--- src/hdl/lc_pkg.sv ---
// shared constants, register map and state codes of the curtain receiver controller
package lc_pkg;
  // clock and timing base
  localparam int CLK_PERIOD_NS = 100;
  localparam int MS_NS         = 1_000_000;
  localparam int MS_CYC_DFLT   = (MS_NS + CLK_PERIOD_NS - 1) / CLK_PERIOD_NS;
  localparam int PULSE_NS      = 100_000;
  localparam int PULSE_CYC     = (PULSE_NS + CLK_PERIOD_NS - 1) / CLK_PERIOD_NS;
  // times in milliseconds
  localparam int TEST_MIN_MS   = 50;
  localparam int RESET_MIN_MS  = 250;
  localparam int RESET_MAX_MS  = 2000;
  localparam int EDM_DROP_MS   = 200;
  localparam int PER_LO_MS     = 10;
  localparam int PER_HI_MS     = 27;
  localparam int SCAN_LO_MS    = 11;
  localparam int SCAN_HI_MS    = 56;
  localparam int R14_SYNC_LO   = 109;
  localparam int R14_SYNC_HI   = 800;
  localparam int R14_LO        = 33;
  localparam int R14_HI        = 220;
  localparam int R30_SYNC_LO   = 81;
  localparam int R30_SYNC_HI   = 495;
  localparam int R30_LO        = 25;
  localparam int R30_HI        = 152;
  // register byte offsets
  localparam logic [7:0] REG_CONFIG  = 8'h00;
  localparam logic [7:0] REG_STATUS  = 8'h04;
  localparam logic [7:0] REG_DISPLAY = 8'h08;
  localparam logic [7:0] REG_CONTROL = 8'h0C;
  // configuration fields
  localparam int CFG_SCAN      = 0;
  localparam int CFG_TL_A      = 1;
  localparam int CFG_TL_B      = 2;
  localparam int CFG_RR_A      = 3;
  localparam int CFG_RR_B      = 4;
  localparam int CFG_EDM_2CH   = 5;
  localparam int CFG_EDM_EN    = 6;
  localparam int CFG_RES30     = 7;
  localparam int CFG_BEAMS_LSB = 8;
  localparam int CFG_CASC      = 16;
  localparam logic [31:0] CFG_RST  = 32'h0000_1460;
  localparam int CTRL_SHOW     = 0;
  localparam logic [31:0] CTRL_RST = 32'h0000_0000;
  // status fields
  localparam int STS_TEST      = 5;
  localparam int STS_STOP      = 6;
  localparam int STS_SYNC      = 7;
  localparam int STS_ERR_LSB   = 8;
  localparam int STS_CNT_LSB   = 16;
  // error and glyph codes
  localparam logic [3:0] ERR_NONE   = 4'h0;
  localparam logic [3:0] ERR_SELF   = 4'h1;
  localparam logic [3:0] ERR_CFG    = 4'h2;
  localparam logic [3:0] ERR_EDM    = 4'h3;
  localparam logic [3:0] DIG_NORMAL = 4'hA;
  localparam logic [3:0] DIG_ERR    = 4'hE;
  typedef enum logic [4:0] {
    ST_LOCK  = 5'b00001,
    ST_WAIT  = 5'b00010,
    ST_BLOCK = 5'b00100,
    ST_RECOV = 5'b01000,
    ST_ON    = 5'b10000
  } state_t;
endpackage

--- src/hdl/lc_ms_tick.sv ---
// one-cycle tick every millisecond
`timescale 1ns/10ps
module lc_ms_tick #(
  parameter int unsigned CYCLES = 10000
) (
  input  wire logic clk,
  input  wire logic rst,
  output logic      tick
);
  logic [23:0] cnt_q;

  // free-running divider; tick stands one cycle
  always_ff @(posedge clk or posedge rst) begin
    if (rst) begin
      cnt_q <= 24'h00_0000;
      tick  <= 1'b0;
    end else if (cnt_q == 24'(CYCLES - 1)) begin
      cnt_q <= 24'h00_0000;
      tick  <= 1'b1;
    end else begin
      cnt_q <= cnt_q + 24'h00_0001;
      tick  <= 1'b0;
    end
  end
endmodule

--- src/hdl/lc_hold_timer.sv ---
// millisecond hold counter for a level, saturating, cleared when the level drops
`timescale 1ns/10ps
module lc_hold_timer (
  input  wire logic        clk,
  input  wire logic        rst,
  input  wire logic        tick,
  input  wire logic        level,
  output logic      [11:0] held_ms
);
  // count stays readable in the cycle the level falls, cleared one edge later
  always_ff @(posedge clk or posedge rst) begin
    if (rst) begin
      held_ms <= 12'h000;
    end else if (!level) begin
      held_ms <= 12'h000;
    end else if (tick && held_ms != 12'hFFF) begin
      held_ms <= held_ms + 12'h001;
    end
  end
endmodule

--- src/hdl/lc_receiver.sv ---
// light curtain receiver control: safety outputs, lockout, reset, test, indication
// Overview of operation
// a self-check failure stops both safety outputs and enters lockout
// lockout holds until the fault is gone and a valid reset pulse follows
// emitter test mode begins after test input low for 50 ms
// in test mode the emitter stops scanning its beams
// test mode ends as soon as the test input returns high
// reset acts only on a high pulse of 0.25 to 2 s then low
// two redundant safety outputs switch together
// outputs on are pulsed off 100 us, period 10 to 27 ms by beam count
// opened cascade stop contacts stop the outputs within 40 ms
// contact check: none, one or two channels, two by default
// monitored contacts must drop out within 200 ms of outputs off
// 14 mm recovery delay 109..800 ms after sync block, else 33..220 ms
// 30 mm recovery delay 81..495 ms after sync block, else 25..152 ms
// detection response time grows with the number of beams
// scan code selects code 1 or 2, code 1 at reset
// trip or latch behaviour chosen by a redundant switch pair
// reduced resolution chosen by a redundant pair, off at reset
// three-digit display shows normal, scan code, error or blocked count
// reset indicator shows ready or waiting for reset
// zone indicators show clear or blocked per beam group
// emitter status shows run, lockout or off, digit shows code or error; status is off (2'b00) only while reset, else run or lockout
// an object interrupting the curtain switches both outputs off
// a disagreeing redundant switch pair is a fault and locks out
`timescale 1ns/10ps
module lc_receiver #(
  parameter int unsigned MS_CYCLES = lc_pkg::MS_CYC_DFLT
) (
  input  wire logic        CLK,
  input  wire logic        SYS_RST,
  input  wire logic [7:0]  AWADDR,
  input  wire logic        AWVALID,
  output logic             AWREADY,
  input  wire logic [31:0] WDATA,
  input  wire logic [3:0]  WSTRB,
  input  wire logic        WVALID,
  output logic             WREADY,
  output logic      [1:0]  BRESP,
  output logic             BVALID,
  input  wire logic        BREADY,
  input  wire logic [7:0]  ARADDR,
  input  wire logic        ARVALID,
  output logic             ARREADY,
  output logic      [31:0] RDATA,
  output logic      [1:0]  RRESP,
  output logic             RVALID,
  input  wire logic        RREADY,
  input  wire logic        SELF_CHECK_FAIL,
  input  wire logic        SYNC_BLOCKED,
  input  wire logic [7:0]  BLOCKED_COUNT,
  input  wire logic [3:0]  ZONE_BLOCKED,
  input  wire logic        RESET_INPUT,
  input  wire logic        TEST_INPUT,
  input  wire logic        CASCADE_STOP_INPUT,
  input  wire logic        CONTACT_CHECK_INPUT_A,
  input  wire logic        CONTACT_CHECK_INPUT_B,
  output logic             SAFETY_OUTPUT_A,
  output logic             SAFETY_OUTPUT_B,
  output logic             EMITTER_SCAN_EN,
  output logic             SCAN_CODE,
  output logic             RESET_INDICATOR,
  output logic      [3:0]  ZONE_CLEAR,
  output logic      [11:0] DIAG_DISPLAY,
  output logic      [1:0]  EMITTER_STATUS,
  output logic      [3:0]  EMITTER_DIGIT
);
  import lc_pkg::*;

  // linear interpolation between two figures over 0..255 beams
  function automatic logic [11:0] beam_scale(input int lo, input int hi, input logic [7:0] b);
    int v;
    v = lo + (((hi - lo) * int'(b)) >>> 8);
    return v[11:0];
  endfunction

  function automatic logic mapped(input logic [7:0] a);
    return a == REG_CONFIG || a == REG_STATUS || a == REG_DISPLAY || a == REG_CONTROL;
  endfunction

  state_t      state_q, state_d;
  logic [31:0] cfg_q, ctrl_q;
  logic        tick, test_mode_q, rst_prev_q, detect_q, sync_was_q, bvalid_q, rvalid_q;
  logic [11:0] test_ms, rst_ms, edm_ms, rec_ms_q, scan_ms_q, per_ms_q, pulse_q, rec_limit;
  logic [3:0]  err_q;
  logic [7:0]  beams;
  logic        tl_latch, rr_on, cfg_bad, edm_bad, fault_any, rst_ok, stop_req, on_st;
  logic        casc_stop, blocked_raw, scan_tick, two_ch, contacts_ok;

  assign beams    = cfg_q[CFG_BEAMS_LSB +: 8];
  assign tl_latch = cfg_q[CFG_TL_A] & cfg_q[CFG_TL_B];
  assign rr_on    = cfg_q[CFG_RR_A] & cfg_q[CFG_RR_B];
  assign cfg_bad  = (cfg_q[CFG_TL_A] ^ cfg_q[CFG_TL_B]) |
                    (cfg_q[CFG_RR_A] ^ cfg_q[CFG_RR_B]);
  assign on_st    = state_q == ST_ON;

  lc_ms_tick #(.CYCLES(MS_CYCLES)) u_tick (
    .clk  (CLK),
    .rst  (SYS_RST),
    .tick (tick)
  );

  // held-time counters for test, reset and contact-check mismatch
  lc_hold_timer u_test (.clk(CLK), .rst(SYS_RST), .tick(tick), .level(!TEST_INPUT),
                        .held_ms(test_ms));
  lc_hold_timer u_rst (.clk(CLK), .rst(SYS_RST), .tick(tick), .level(RESET_INPUT),
                       .held_ms(rst_ms));
  lc_hold_timer u_edm (.clk(CLK), .rst(SYS_RST), .tick(tick), .level(edm_bad),
                       .held_ms(edm_ms));

  // contacts read high once the machine elements have dropped out
  assign two_ch      = cfg_q[CFG_EDM_2CH];
  assign contacts_ok = two_ch ? (CONTACT_CHECK_INPUT_A & CONTACT_CHECK_INPUT_B)
                              : CONTACT_CHECK_INPUT_A;
  assign edm_bad     = cfg_q[CFG_EDM_EN] & ((!on_st & !contacts_ok) |
                       (two_ch & (CONTACT_CHECK_INPUT_A ^ CONTACT_CHECK_INPUT_B)));
  assign fault_any   = SELF_CHECK_FAIL | cfg_bad | (edm_ms >= 12'(EDM_DROP_MS));

  // reset acts on the falling edge of a pulse of legal length
  assign rst_ok = rst_prev_q & !RESET_INPUT &
                  (rst_ms >= 12'(RESET_MIN_MS)) & (rst_ms <= 12'(RESET_MAX_MS));

  // a floating blanked beam is tolerated in reduced resolution
  assign blocked_raw = SYNC_BLOCKED | (BLOCKED_COUNT > (rr_on ? 8'h01 : 8'h00));
  assign casc_stop   = cfg_q[CFG_CASC] & !CASCADE_STOP_INPUT;
  assign stop_req    = detect_q | casc_stop;
  assign scan_tick   = tick && (scan_ms_q >= beam_scale(SCAN_LO_MS, SCAN_HI_MS, beams) - 12'h001);

  // recovery delay by resolution and whether the sync beam was lost
  always_comb begin
    if (cfg_q[CFG_RES30]) begin
      rec_limit = sync_was_q ? beam_scale(R30_SYNC_LO, R30_SYNC_HI, beams)
                             : beam_scale(R30_LO, R30_HI, beams);
    end else begin
      rec_limit = sync_was_q ? beam_scale(R14_SYNC_LO, R14_SYNC_HI, beams)
                             : beam_scale(R14_LO, R14_HI, beams);
    end
  end

  // curtain is evaluated once per scan, so longer curtains answer slower
  always_ff @(posedge CLK or posedge SYS_RST) begin
    if (SYS_RST) begin
      scan_ms_q <= 12'h000;
      detect_q  <= 1'b1;
    end else if (scan_tick) begin
      scan_ms_q <= 12'h000;
      detect_q  <= blocked_raw;
    end else if (tick) begin
      scan_ms_q <= scan_ms_q + 12'h001;
    end
  end

  // main sequence; a fault overrides every state
  always_comb begin
    state_d = state_q;
    case (state_q)
      ST_LOCK: begin
        if (rst_ok) state_d = ST_BLOCK;
      end
      ST_WAIT: begin
        if (rst_ok) state_d = ST_BLOCK;
      end
      ST_BLOCK: begin
        if (!stop_req) state_d = ST_RECOV;
      end
      ST_RECOV: begin
        if (stop_req) state_d = ST_BLOCK;
        else if (rec_ms_q >= rec_limit) state_d = ST_ON;
      end
      ST_ON: begin
        if (stop_req) state_d = tl_latch ? ST_WAIT : ST_BLOCK;
      end
      default: state_d = ST_LOCK;
    endcase
    if (fault_any) state_d = ST_LOCK;
  end

  always_ff @(posedge CLK or posedge SYS_RST) begin
    if (SYS_RST) begin
      state_q <= ST_WAIT;
    end else begin
      state_q <= state_d;
    end
  end

  // recovery timer and sync-loss memory; a sync block is recorded only outside the on state, and the on state clears it
  always_ff @(posedge CLK or posedge SYS_RST) begin
    if (SYS_RST) begin
      rec_ms_q   <= 12'h000;
      sync_was_q <= 1'b0;
      rst_prev_q <= 1'b0;
    end else begin
      rst_prev_q <= RESET_INPUT;
      if (state_q != ST_RECOV) rec_ms_q <= 12'h000;
      else if (tick && rec_ms_q != 12'hFFF) rec_ms_q <= rec_ms_q + 12'h001;
      if (SYNC_BLOCKED && !on_st) sync_was_q <= 1'b1;
      else if (on_st) sync_was_q <= 1'b0;
    end
  end

  // error code held for the display while locked out
  always_ff @(posedge CLK or posedge SYS_RST) begin
    if (SYS_RST) begin
      err_q <= ERR_NONE;
    end else if (state_d == ST_LOCK && state_q != ST_LOCK) begin
      err_q <= SELF_CHECK_FAIL ? ERR_SELF : (cfg_bad ? ERR_CFG : ERR_EDM);
    end else if (state_q != ST_LOCK) begin
      err_q <= ERR_NONE;
    end
  end

  // emitter test mode: entry needs a held low, exit is immediate
  always_ff @(posedge CLK or posedge SYS_RST) begin
    if (SYS_RST) begin
      test_mode_q <= 1'b0;
    end else if (TEST_INPUT) begin
      test_mode_q <= 1'b0;
    end else if (test_ms >= 12'(TEST_MIN_MS)) begin
      test_mode_q <= 1'b1;
    end
  end

  // self-test pulses: a then b dropped in turn, never both at once
  always_ff @(posedge CLK or posedge SYS_RST) begin
    if (SYS_RST) begin
      per_ms_q <= 12'h000;
      pulse_q  <= 12'h000;
    end else if (!on_st) begin
      per_ms_q <= 12'h000;
      pulse_q  <= 12'h000;
    end else begin
      if (tick && per_ms_q >= beam_scale(PER_LO_MS, PER_HI_MS, beams) - 12'h001) begin
        per_ms_q <= 12'h000;
        pulse_q  <= 12'h001;
      end else begin
        if (tick) per_ms_q <= per_ms_q + 12'h001;
        if (pulse_q != 12'h000) begin
          pulse_q <= (pulse_q == 12'(2 * PULSE_CYC)) ? 12'h000 : pulse_q + 12'h001;
        end
      end
    end
  end

  // both outputs follow the on state together, apart from test pulses
  always_ff @(posedge CLK or posedge SYS_RST) begin
    if (SYS_RST) begin
      SAFETY_OUTPUT_A <= 1'b0;
      SAFETY_OUTPUT_B <= 1'b0;
    end else begin
      SAFETY_OUTPUT_A <= on_st & !(pulse_q != 12'h000 && pulse_q <= 12'(PULSE_CYC));
      SAFETY_OUTPUT_B <= on_st & !(pulse_q > 12'(PULSE_CYC));
    end
  end

  // indicators and displays
  always_ff @(posedge CLK or posedge SYS_RST) begin
    if (SYS_RST) begin
      RESET_INDICATOR <= 1'b0;
      ZONE_CLEAR      <= 4'h0;
      DIAG_DISPLAY    <= 12'h000;
      EMITTER_STATUS  <= 2'b00;
      EMITTER_DIGIT   <= 4'h0;
    end else begin
      RESET_INDICATOR <= state_q == ST_WAIT || state_q == ST_LOCK;
      ZONE_CLEAR      <= ~ZONE_BLOCKED;
      EMITTER_STATUS  <= (state_q == ST_LOCK) ? 2'b10 : 2'b01;
      if (state_q == ST_LOCK) begin
        DIAG_DISPLAY  <= {DIG_ERR, 4'h0, err_q};
        EMITTER_DIGIT <= DIG_ERR;
      end else if (ctrl_q[CTRL_SHOW]) begin
        DIAG_DISPLAY  <= {8'h00, 3'b000, cfg_q[CFG_SCAN]} + 12'h001;
        EMITTER_DIGIT <= {3'b000, cfg_q[CFG_SCAN]} + 4'h1;
      end else if (BLOCKED_COUNT != 8'h00) begin
        DIAG_DISPLAY  <= {4'(BLOCKED_COUNT / 8'd100), 4'((BLOCKED_COUNT / 8'd10) % 8'd10),
                          4'(BLOCKED_COUNT % 8'd10)};
        EMITTER_DIGIT <= DIG_NORMAL;
      end else begin
        DIAG_DISPLAY  <= {DIG_NORMAL, DIG_NORMAL, DIG_NORMAL};
        EMITTER_DIGIT <= DIG_NORMAL;
      end
    end
  end

  assign EMITTER_SCAN_EN = !test_mode_q;
  assign SCAN_CODE       = cfg_q[CFG_SCAN];

  // register bus: write address and data are taken together
  assign AWREADY = AWVALID & WVALID & !bvalid_q;
  assign WREADY  = AWREADY;
  assign ARREADY = !rvalid_q;
  assign BVALID  = bvalid_q;
  assign RVALID  = rvalid_q;

  always_ff @(posedge CLK or posedge SYS_RST) begin
    if (SYS_RST) begin
      cfg_q    <= CFG_RST;
      ctrl_q   <= CTRL_RST;
      bvalid_q <= 1'b0;
      BRESP    <= 2'b00;
    end else if (AWREADY) begin
      bvalid_q <= 1'b1;
      BRESP    <= mapped(AWADDR) ? 2'b00 : 2'b11;
      for (int i = 0; i < 4; i++) begin
        if (WSTRB[i] && AWADDR == REG_CONFIG) cfg_q[8*i +: 8] <= WDATA[8*i +: 8];
        if (WSTRB[i] && AWADDR == REG_CONTROL) ctrl_q[8*i +: 8] <= WDATA[8*i +: 8];
      end
    end else if (BREADY) begin
      bvalid_q <= 1'b0;
    end
  end

  always_ff @(posedge CLK or posedge SYS_RST) begin
    if (SYS_RST) begin
      rvalid_q <= 1'b0;
      RDATA    <= 32'h0000_0000;
      RRESP    <= 2'b00;
    end else if (ARVALID && ARREADY) begin
      rvalid_q <= 1'b1;
      RRESP    <= mapped(ARADDR) ? 2'b00 : 2'b11;
      case (ARADDR)
        REG_CONFIG:  RDATA <= cfg_q;
        REG_STATUS:  RDATA <= {8'h00, BLOCKED_COUNT, 4'h0, err_q, sync_was_q, stop_req,
                               test_mode_q, state_q};
        REG_DISPLAY: RDATA <= {20'h0_0000, DIAG_DISPLAY};
        REG_CONTROL: RDATA <= ctrl_q;
        default:     RDATA <= 32'h0000_0000;
      endcase
    end else if (RREADY) begin
      rvalid_q <= 1'b0;
    end
  end
endmodule

--- config.mk ---
export PLATFORM = sky130hd
export DESIGN_NAME = lc_receiver
export DESIGN_NICKNAME = d
export VERILOG_FILES = /design/src/hdl/lc_pkg.sv /design/src/hdl/lc_ms_tick.sv /design/src/hdl/lc_hold_timer.sv /design/src/hdl/lc_receiver.sv
export SDC_FILE = /design/constraint.sdc
export NUM_CORES = 1
export LEC_CHECK = 0
export ABC_CLOCK_PERIOD_IN_PS = 20200
export BUFFER_PORTS_ARGS = -buffer_cell sky130_fd_sc_hd__buf_2
export CORE_MARGIN = 1.5
export CORE_UTILIZATION = 60
export DETAILED_ROUTE_END_ITERATION = 6
export GPL_ROUTABILITY_DRIVEN = 0
export PLACE_DENSITY_LB_ADDON = 0.05
export SLEW_MARGIN = 20
export SYNTH_ARGS = -nofsm -noshare
export SYNTH_HDL_FRONTEND = slang
export SYNTH_HIERARCHICAL = 1
export SYNTH_SLANG_ARGS = --single-unit
--- constraint.sdc ---
create_clock -name CLK -period 20.2 [get_ports CLK]
set_clock_uncertainty 0.15 [all_clocks]
set_input_delay 3.03 -clock CLK [delete_from_list [all_inputs] [get_ports CLK]]
set_output_delay 3.03 -clock CLK [all_outputs]
set_load 0.05 [all_outputs]
==> impl_metrics.ini, run 1 <==
[pwr]
power_mw = 1.17
ir_worst_vdd_uv = 64.1
power_density_nw_per_um2 = 55.7
power_leakage_nw = 10.8

[synth]
synth-seq-cells = 243
syn_area_um2 = 18900
async_flop_share_pct = 100
synth_area_leader_cell = dfrtp_1
avgSynthCellArea_um2 = 9.90
synthTopCellsByArea = dfrtp_1 31%, ha_1 13%, fa_1 8.2%
syn-num-nets = 2263
synth_top_area_share_pct = 31.3
synth_cells = 1912
yosysUniqueCellTypes = 100
ys_warn_count = 6
ys.flop_type = dfrtp_1
seq_area_frac_synth_pct = 32.2
synth_edf_count = 0

[timing]
layout_setup_ws_ps = 12870
slew_headroom_pct = 32.4
worst_hold_slack_ps = 319
finalCriticalPeriod_ps = 7330
setup_viol = 0
worstMarginPinSlew_ps = 1010
fin_crit_sh_pct = 36.3
finalMaxSlewViolations = 0
tns_ps = 0
fmax_ghz = 0.136
hold_violations = 0
rsz0062_at_grt = false

[finish]
fillers = 2443
nets = 2395
finish.instance_area_um2 = 21000
area_growth_pct = 10.7
final_common_cell = dfrtp_1
drive_gt1_share_pct = 16.6
diodes = 0
postLayoutCoreUtil_pct = 68.0
final_cells = 2460
layout_common_cells = 237 x dfrtp_1, 215 x inv_1, 195 x ha_1

[global_routing]
grt_pass1_vias = 14485
grt_pass1_wl_mm = 74.3
grtUsageTotal_pct = 27.9
grt_max_degree = 118
grt-ovfl-total = 0
antenna_found_initial = 0

[clock_network]
cts.repair.resized = 0
insertion_delay_ps = 540
htree_num_levels = 1
cts_tree = yes
cts_hold_buf = 0
clkTransAtPathRegs_ps = 60
cts_buffers = 26
root_buffer = clkbuf_16
cts_setup_buffers = 0
clockBufferDepth = 3
cts.sinks = 243

[setup_path]
cp_slowest_stage_delay_ps = 590
cp_common_cell = buf_2
arrival_ps = 4150
path_cells = buf_2 -> nand2_1 -> nor2_1 -> buf_2
cp-start-kind = input pin
slowest_stage = nor2_1
cp_max_fo = 12
crit_type = in -> out
cp_num_buf_inv = 2
worstPathRequired_ps = 17020
cp-end-kind = output pin
critPathTopFamily = simple AND/OR/NAND/NOR gates

[route]
wl_met2_mm = 20.7
dr_wl_met3_mm = 2.24
ant_nets = 0
maxUsedRoutingLayer = met4
wl_met1_mm = 20.7
drc = 0
wl_per_cell_um = 18.2
via_count = 14588
viasPerCell = 5.93
dr.pass1.iters = 5
routed_wl_mm = 44.7
drt-initial-drc-count = 1042

[floorplanning]
die_area_um2 = 32600
die_w_um = 181
die_h_um = 181
io_pins = 146
start_util_pct = 61.4
rows = 64
fp.coreArea_um2 = 30800

[placement]
place_ws_ps = 12900
dpl.hpwl_mm = 34.2
dpl-instance-area_um2 = 20000
io_buffers = 145
post-place-cells = 2412

[job]
max_cap_violations = 0

[hold_path]
hold_path_class = reg -> reg

[status]
status = complete, no violations
registers in the layout (all words and copies together) (netlist names), 5 cells and up:
signal	flops
pulse_q	12
DIAG_DISPLAY	11
scan_ms_q	12
per_ms_q	12
u_edm/held_ms	12
u_rst/held_ms	12
u_tick/cnt_q	24
RDATA	32
state_q	5
rec_ms_q	12
ctrl_q	32
cfg_q	32
u_test/held_ms	12
Yosys cell counts (all sizes together), types with 7 or more instances:
master / n
mux4: 14
and3: 32
nand4: 37
mux2i: 19
o311ai: 15
dfrtp: 237
clkbuf: 32
buf: 15
mux2: 66
or2: 7
o31ai: 10
a21o: 23
a21oi: 72
or4: 12
nand2b: 15
xnor2: 78
a31oi: 16
or3: 15
a22oi: 17
nor3: 40
xor2: 60
o211ai: 12
inv: 219
nand3: 60
a211oi: 9
ha: 195
o21a: 12
nor4: 16
nor2: 151
and2: 13
nand2: 117
fa: 78
o41ai: 11
a22o: 11
a41o: 8
o21ai: 79
nor2b: 9
worst reg2reg max path, cell delays in order (launching register included):
cell and delay [ps]:
dfrtp_1 860, inv_1 360, fa_1 660, inv_1 90, fa_1 480, fa_1 560
inv_1 60, fa_1 410, ha_1 340, and2_1 200, a31oi_2 230, a31oi_1 180
o21a_1 260, a311o_1 440, nor2_2 170, nor2_2 80, a311oi_1 270, o221ai_1 170
o211a_1 160, ha_1 180, a21o_1 180, a211oi_1 220, o211ai_1 180, o21a_1 200
nor2_1 80
layout make-up:
cell class                 count  area [um^2]  share of cell area, %
multi-input combinational   1402        11800                   56.3
sequential                   243         6090                   29.0
inverter                     220          833                   3.98
timing repair buffer         151          771                   3.68
clock buffer                  35          754                   3.60
tap                          396          495                   2.36
clock inverter                13          213                   1.01
metal layers:
metal	global-route usage [%]	vias up
met3	3.46	80
li1	-	7034
met5	0	-
met4	7.73	0
met1	40.0	7103
met2	44.8	371
path summary, 6_finish.rpt:
kind / from / to / slack, ps / cells after the start
setup / recovery: AWVALID / WREADY / 12870 / 4
hold / removal: RDATA[28] / RDATA[28] / 320 / 2
setup reg to reg: cfg_q[14] / state_q[3] / 12970 / 24
hold reg to reg: RDATA[28] / RDATA[28] / 320 / 2
max in group asynchronous: SYS_RST / BRESP[0] / 15990 / 3
min in group asynchronous: SYS_RST / u_test/held_ms[3] / 2460 / 2
cell families (layout without fill, tap and decap cells):
| group | after synthesis | count (layout) | share of synthesized area [%] |
|---|---|---|---|
| AO/OA/AOI/OAI | 341 | 341 | 12.8 |
| AND/OR/NAND/NOR | 550 | 550 | 15.3 |
| adder cells (fa/ha/maj) | 274 | 274 | 21.2 |
| flip-flops | 243 | 243 | 32.2 |
| XOR/XNOR | 138 | 138 | 6.52 |
| multiplexers | 99 | 99 | 6.61 |
| buffers and inverters | 267 | 419 | 5.49 |
power breakdown:
part           internal [mW]  total, mW  leakage [nW]  switching (mW)
Clock                  0.327      0.529         0.467           0.202
Combinational         0.0434      0.134          7.02          0.0905
Sequential             0.496      0.505          3.28         0.00925
(Power assumes the default switching activity.)
==> run 2, diff against run 1 <==
Settings changed: ABC_CLOCK_PERIOD_IN_PS 20200 to 6680, CORE_UTILIZATION 60 to 56.
Clock period 20.2 ns to 6.68 ns, I/O delays scaled along.
==> impl_metrics.ini, run 2 (synthesized netlist as in run 1, its figures left out) <==
[clock_network]
htree_num_levels = 1
clockBufferDepth = 3
cts_hold_buf = 0
cts_tree = yes
insertion_delay_ps = 570
cts_buffers = 28
cts.sinks = 243
clkTransAtPathRegs_ps = 70
root_buffer = clkbuf_16

[placement]
io_buffers = 145
place_ws_ps = 83.4
dpl.hpwl_mm = 36.4

[global_routing]
grt_max_degree = 133
grt-ovfl-total = 0
grt_pass1_wl_mm = 78.2
grt_pass1_vias = 14699
antenna_found_initial = 2
grtUsageTotal_pct = 27.6

[pwr]
switching_share_pct = 26.3
p_switching_mw = 0.930
seq_power_share_pct = 43.1
p_int_mw = 2.60
power_density_nw_per_um2 = 165
combPwrFrac_pct = 11.8
ir_worst_vdd_uv = 208
power_leakage_nw = 10.9
power_mw = 3.53
p_clk_share_pct = 45.1

[setup_path]
slowest_stage = dfstp_2
cp-start-kind = register
arrival_ps = 6790
worstPathRequired_ps = 7020
cp-end-kind = register
crit_type = reg -> reg
cp_slowest_stage_delay_ps = 580
cp_max_fo = 7

[timing]
slew_headroom_pct = 28.6
fmax_ghz = 0.155
finalMaxSlewViolations = 0
worst_hold_slack_ps = 321
finalCriticalPeriod_ps = 6450
hold_violations = 0
fin_crit_sh_pct = 96.5
layout_setup_ws_ps = 234
setup_viol = 0
worstMarginPinSlew_ps = 1070

[route]
dr.pass1.iters = 5
via_count = 14701
viasPerCell = 5.77
wl_per_cell_um = 18.4
drt-initial-drc-count = 727
routed_wl_mm = 47.0
drc = 0
ant_nets = 0

[floorplanning]
start_util_pct = 56.6
die_h_um = 187
fp.coreArea_um2 = 33400
die_w_um = 187
rows = 67
io_pins = 146
die_area_um2 = 34900

[finish]
layout_common_cells = 234 x dfrtp_1, 215 x inv_1, 193 x ha_1
drive_gt1_share_pct = 18.8
nets = 2430
area_growth_pct = 12.8
fillers = 2773
postLayoutCoreUtil_pct = 63.9
reg.largest.list = RDATA (32), cfg_q (32), ctrl_q (32)
final_common_cell = dfrtp_1

[hold_path]
hold_path_class = reg -> reg

[job]
max_cap_violations = 0

[status]
status = complete, no violations
run 2: changes by cell type in the layout (fill, tap and decap cells not counted), sizes merged:
cell      change
buf          +33
clkbuf        +6
diode         +2
clkinv        +2
bufinv        -2
clkinvlp      -3
run 2: cell type report:
type | count | area (um^2) | area share (%)
multi-input combinational | 1402 | 11900 | 55.6
sequential | 243 | 6090 | 28.5
timing repair buffer | 184 | 1030 | 4.80
inverter | 220 | 833 | 3.90
clock buffer | 41 | 820 | 3.84
tap | 448 | 561 | 2.62
clock inverter | 10 | 144 | 0.674
antenna | 2 | 5.00 | 0.0234
run 2: worst paths after layout:
check,cells past startpoint,slack (ps),to,start
setup / recovery,25,230,state_q[3],cfg_q[10]
hold / removal,2,320,RDATA[29],RDATA[29]
setup reg to reg,25,230,state_q[3],cfg_q[10]
hold reg to reg,2,320,RDATA[29],RDATA[29]
max in group asynchronous,3,4510,cfg_q[8],SYS_RST
min in group asynchronous,2,400,u_edm/held_ms[4],SYS_RST
run 2: power groups by stage:
stage	Clock (mW)	Combinational, mW	Sequential [mW]
4_1_cts	1.63	0.416	1.52
2_1_floorplan	0	0.239	1.60
6_report	1.59	0.416	1.52
5_1_grt	1.69	0.459	1.52
3_5_place_dp	0	0.414	1.55
3_3_place_gp	0	0.407	1.55
run 2: critical path: cells and delay by family (launching register included):
kind / cells / cell delay, ps
fa+ha+maj: 7 / 2590
mux: 2 / 760
xor+xnor: 2 / 260
flops: 1 / 580
buf+inv: 3 / 290
compound gates: 9 / 1430
simple gates: 2 / 280
run 2: layer usage:
metal  wire, um  track usage, %  vias up
li1           -               -     7101
met5          0               0        -
met3       1880            3.04       70
met2      22800            46.0      327
met1      21100            38.3     7203
met4       1200            7.57        0
run 2: timing repair:
item / CTS / global route
gates resized for setup: 1 / 24
cloned: 0 / 0
setup endpoints to repair: 1 / 2
pin swaps: 0 / 12
buffers inserted: 0 / 7
run 2: per-stage QoR:
step / area, um^2 / TNS, ps / instances
2_1_floorplan: 18900 / 0 / 1912
3_3_place_gp: 20300 / 0 / 2490
3_5_place_dp: 20300 / 0 / 2490
4_1_cts: 21200 / 0 / 2541
5_1_grt: 21400 / -8.83 / 2550
6_report: 21400 / 0 / 2550
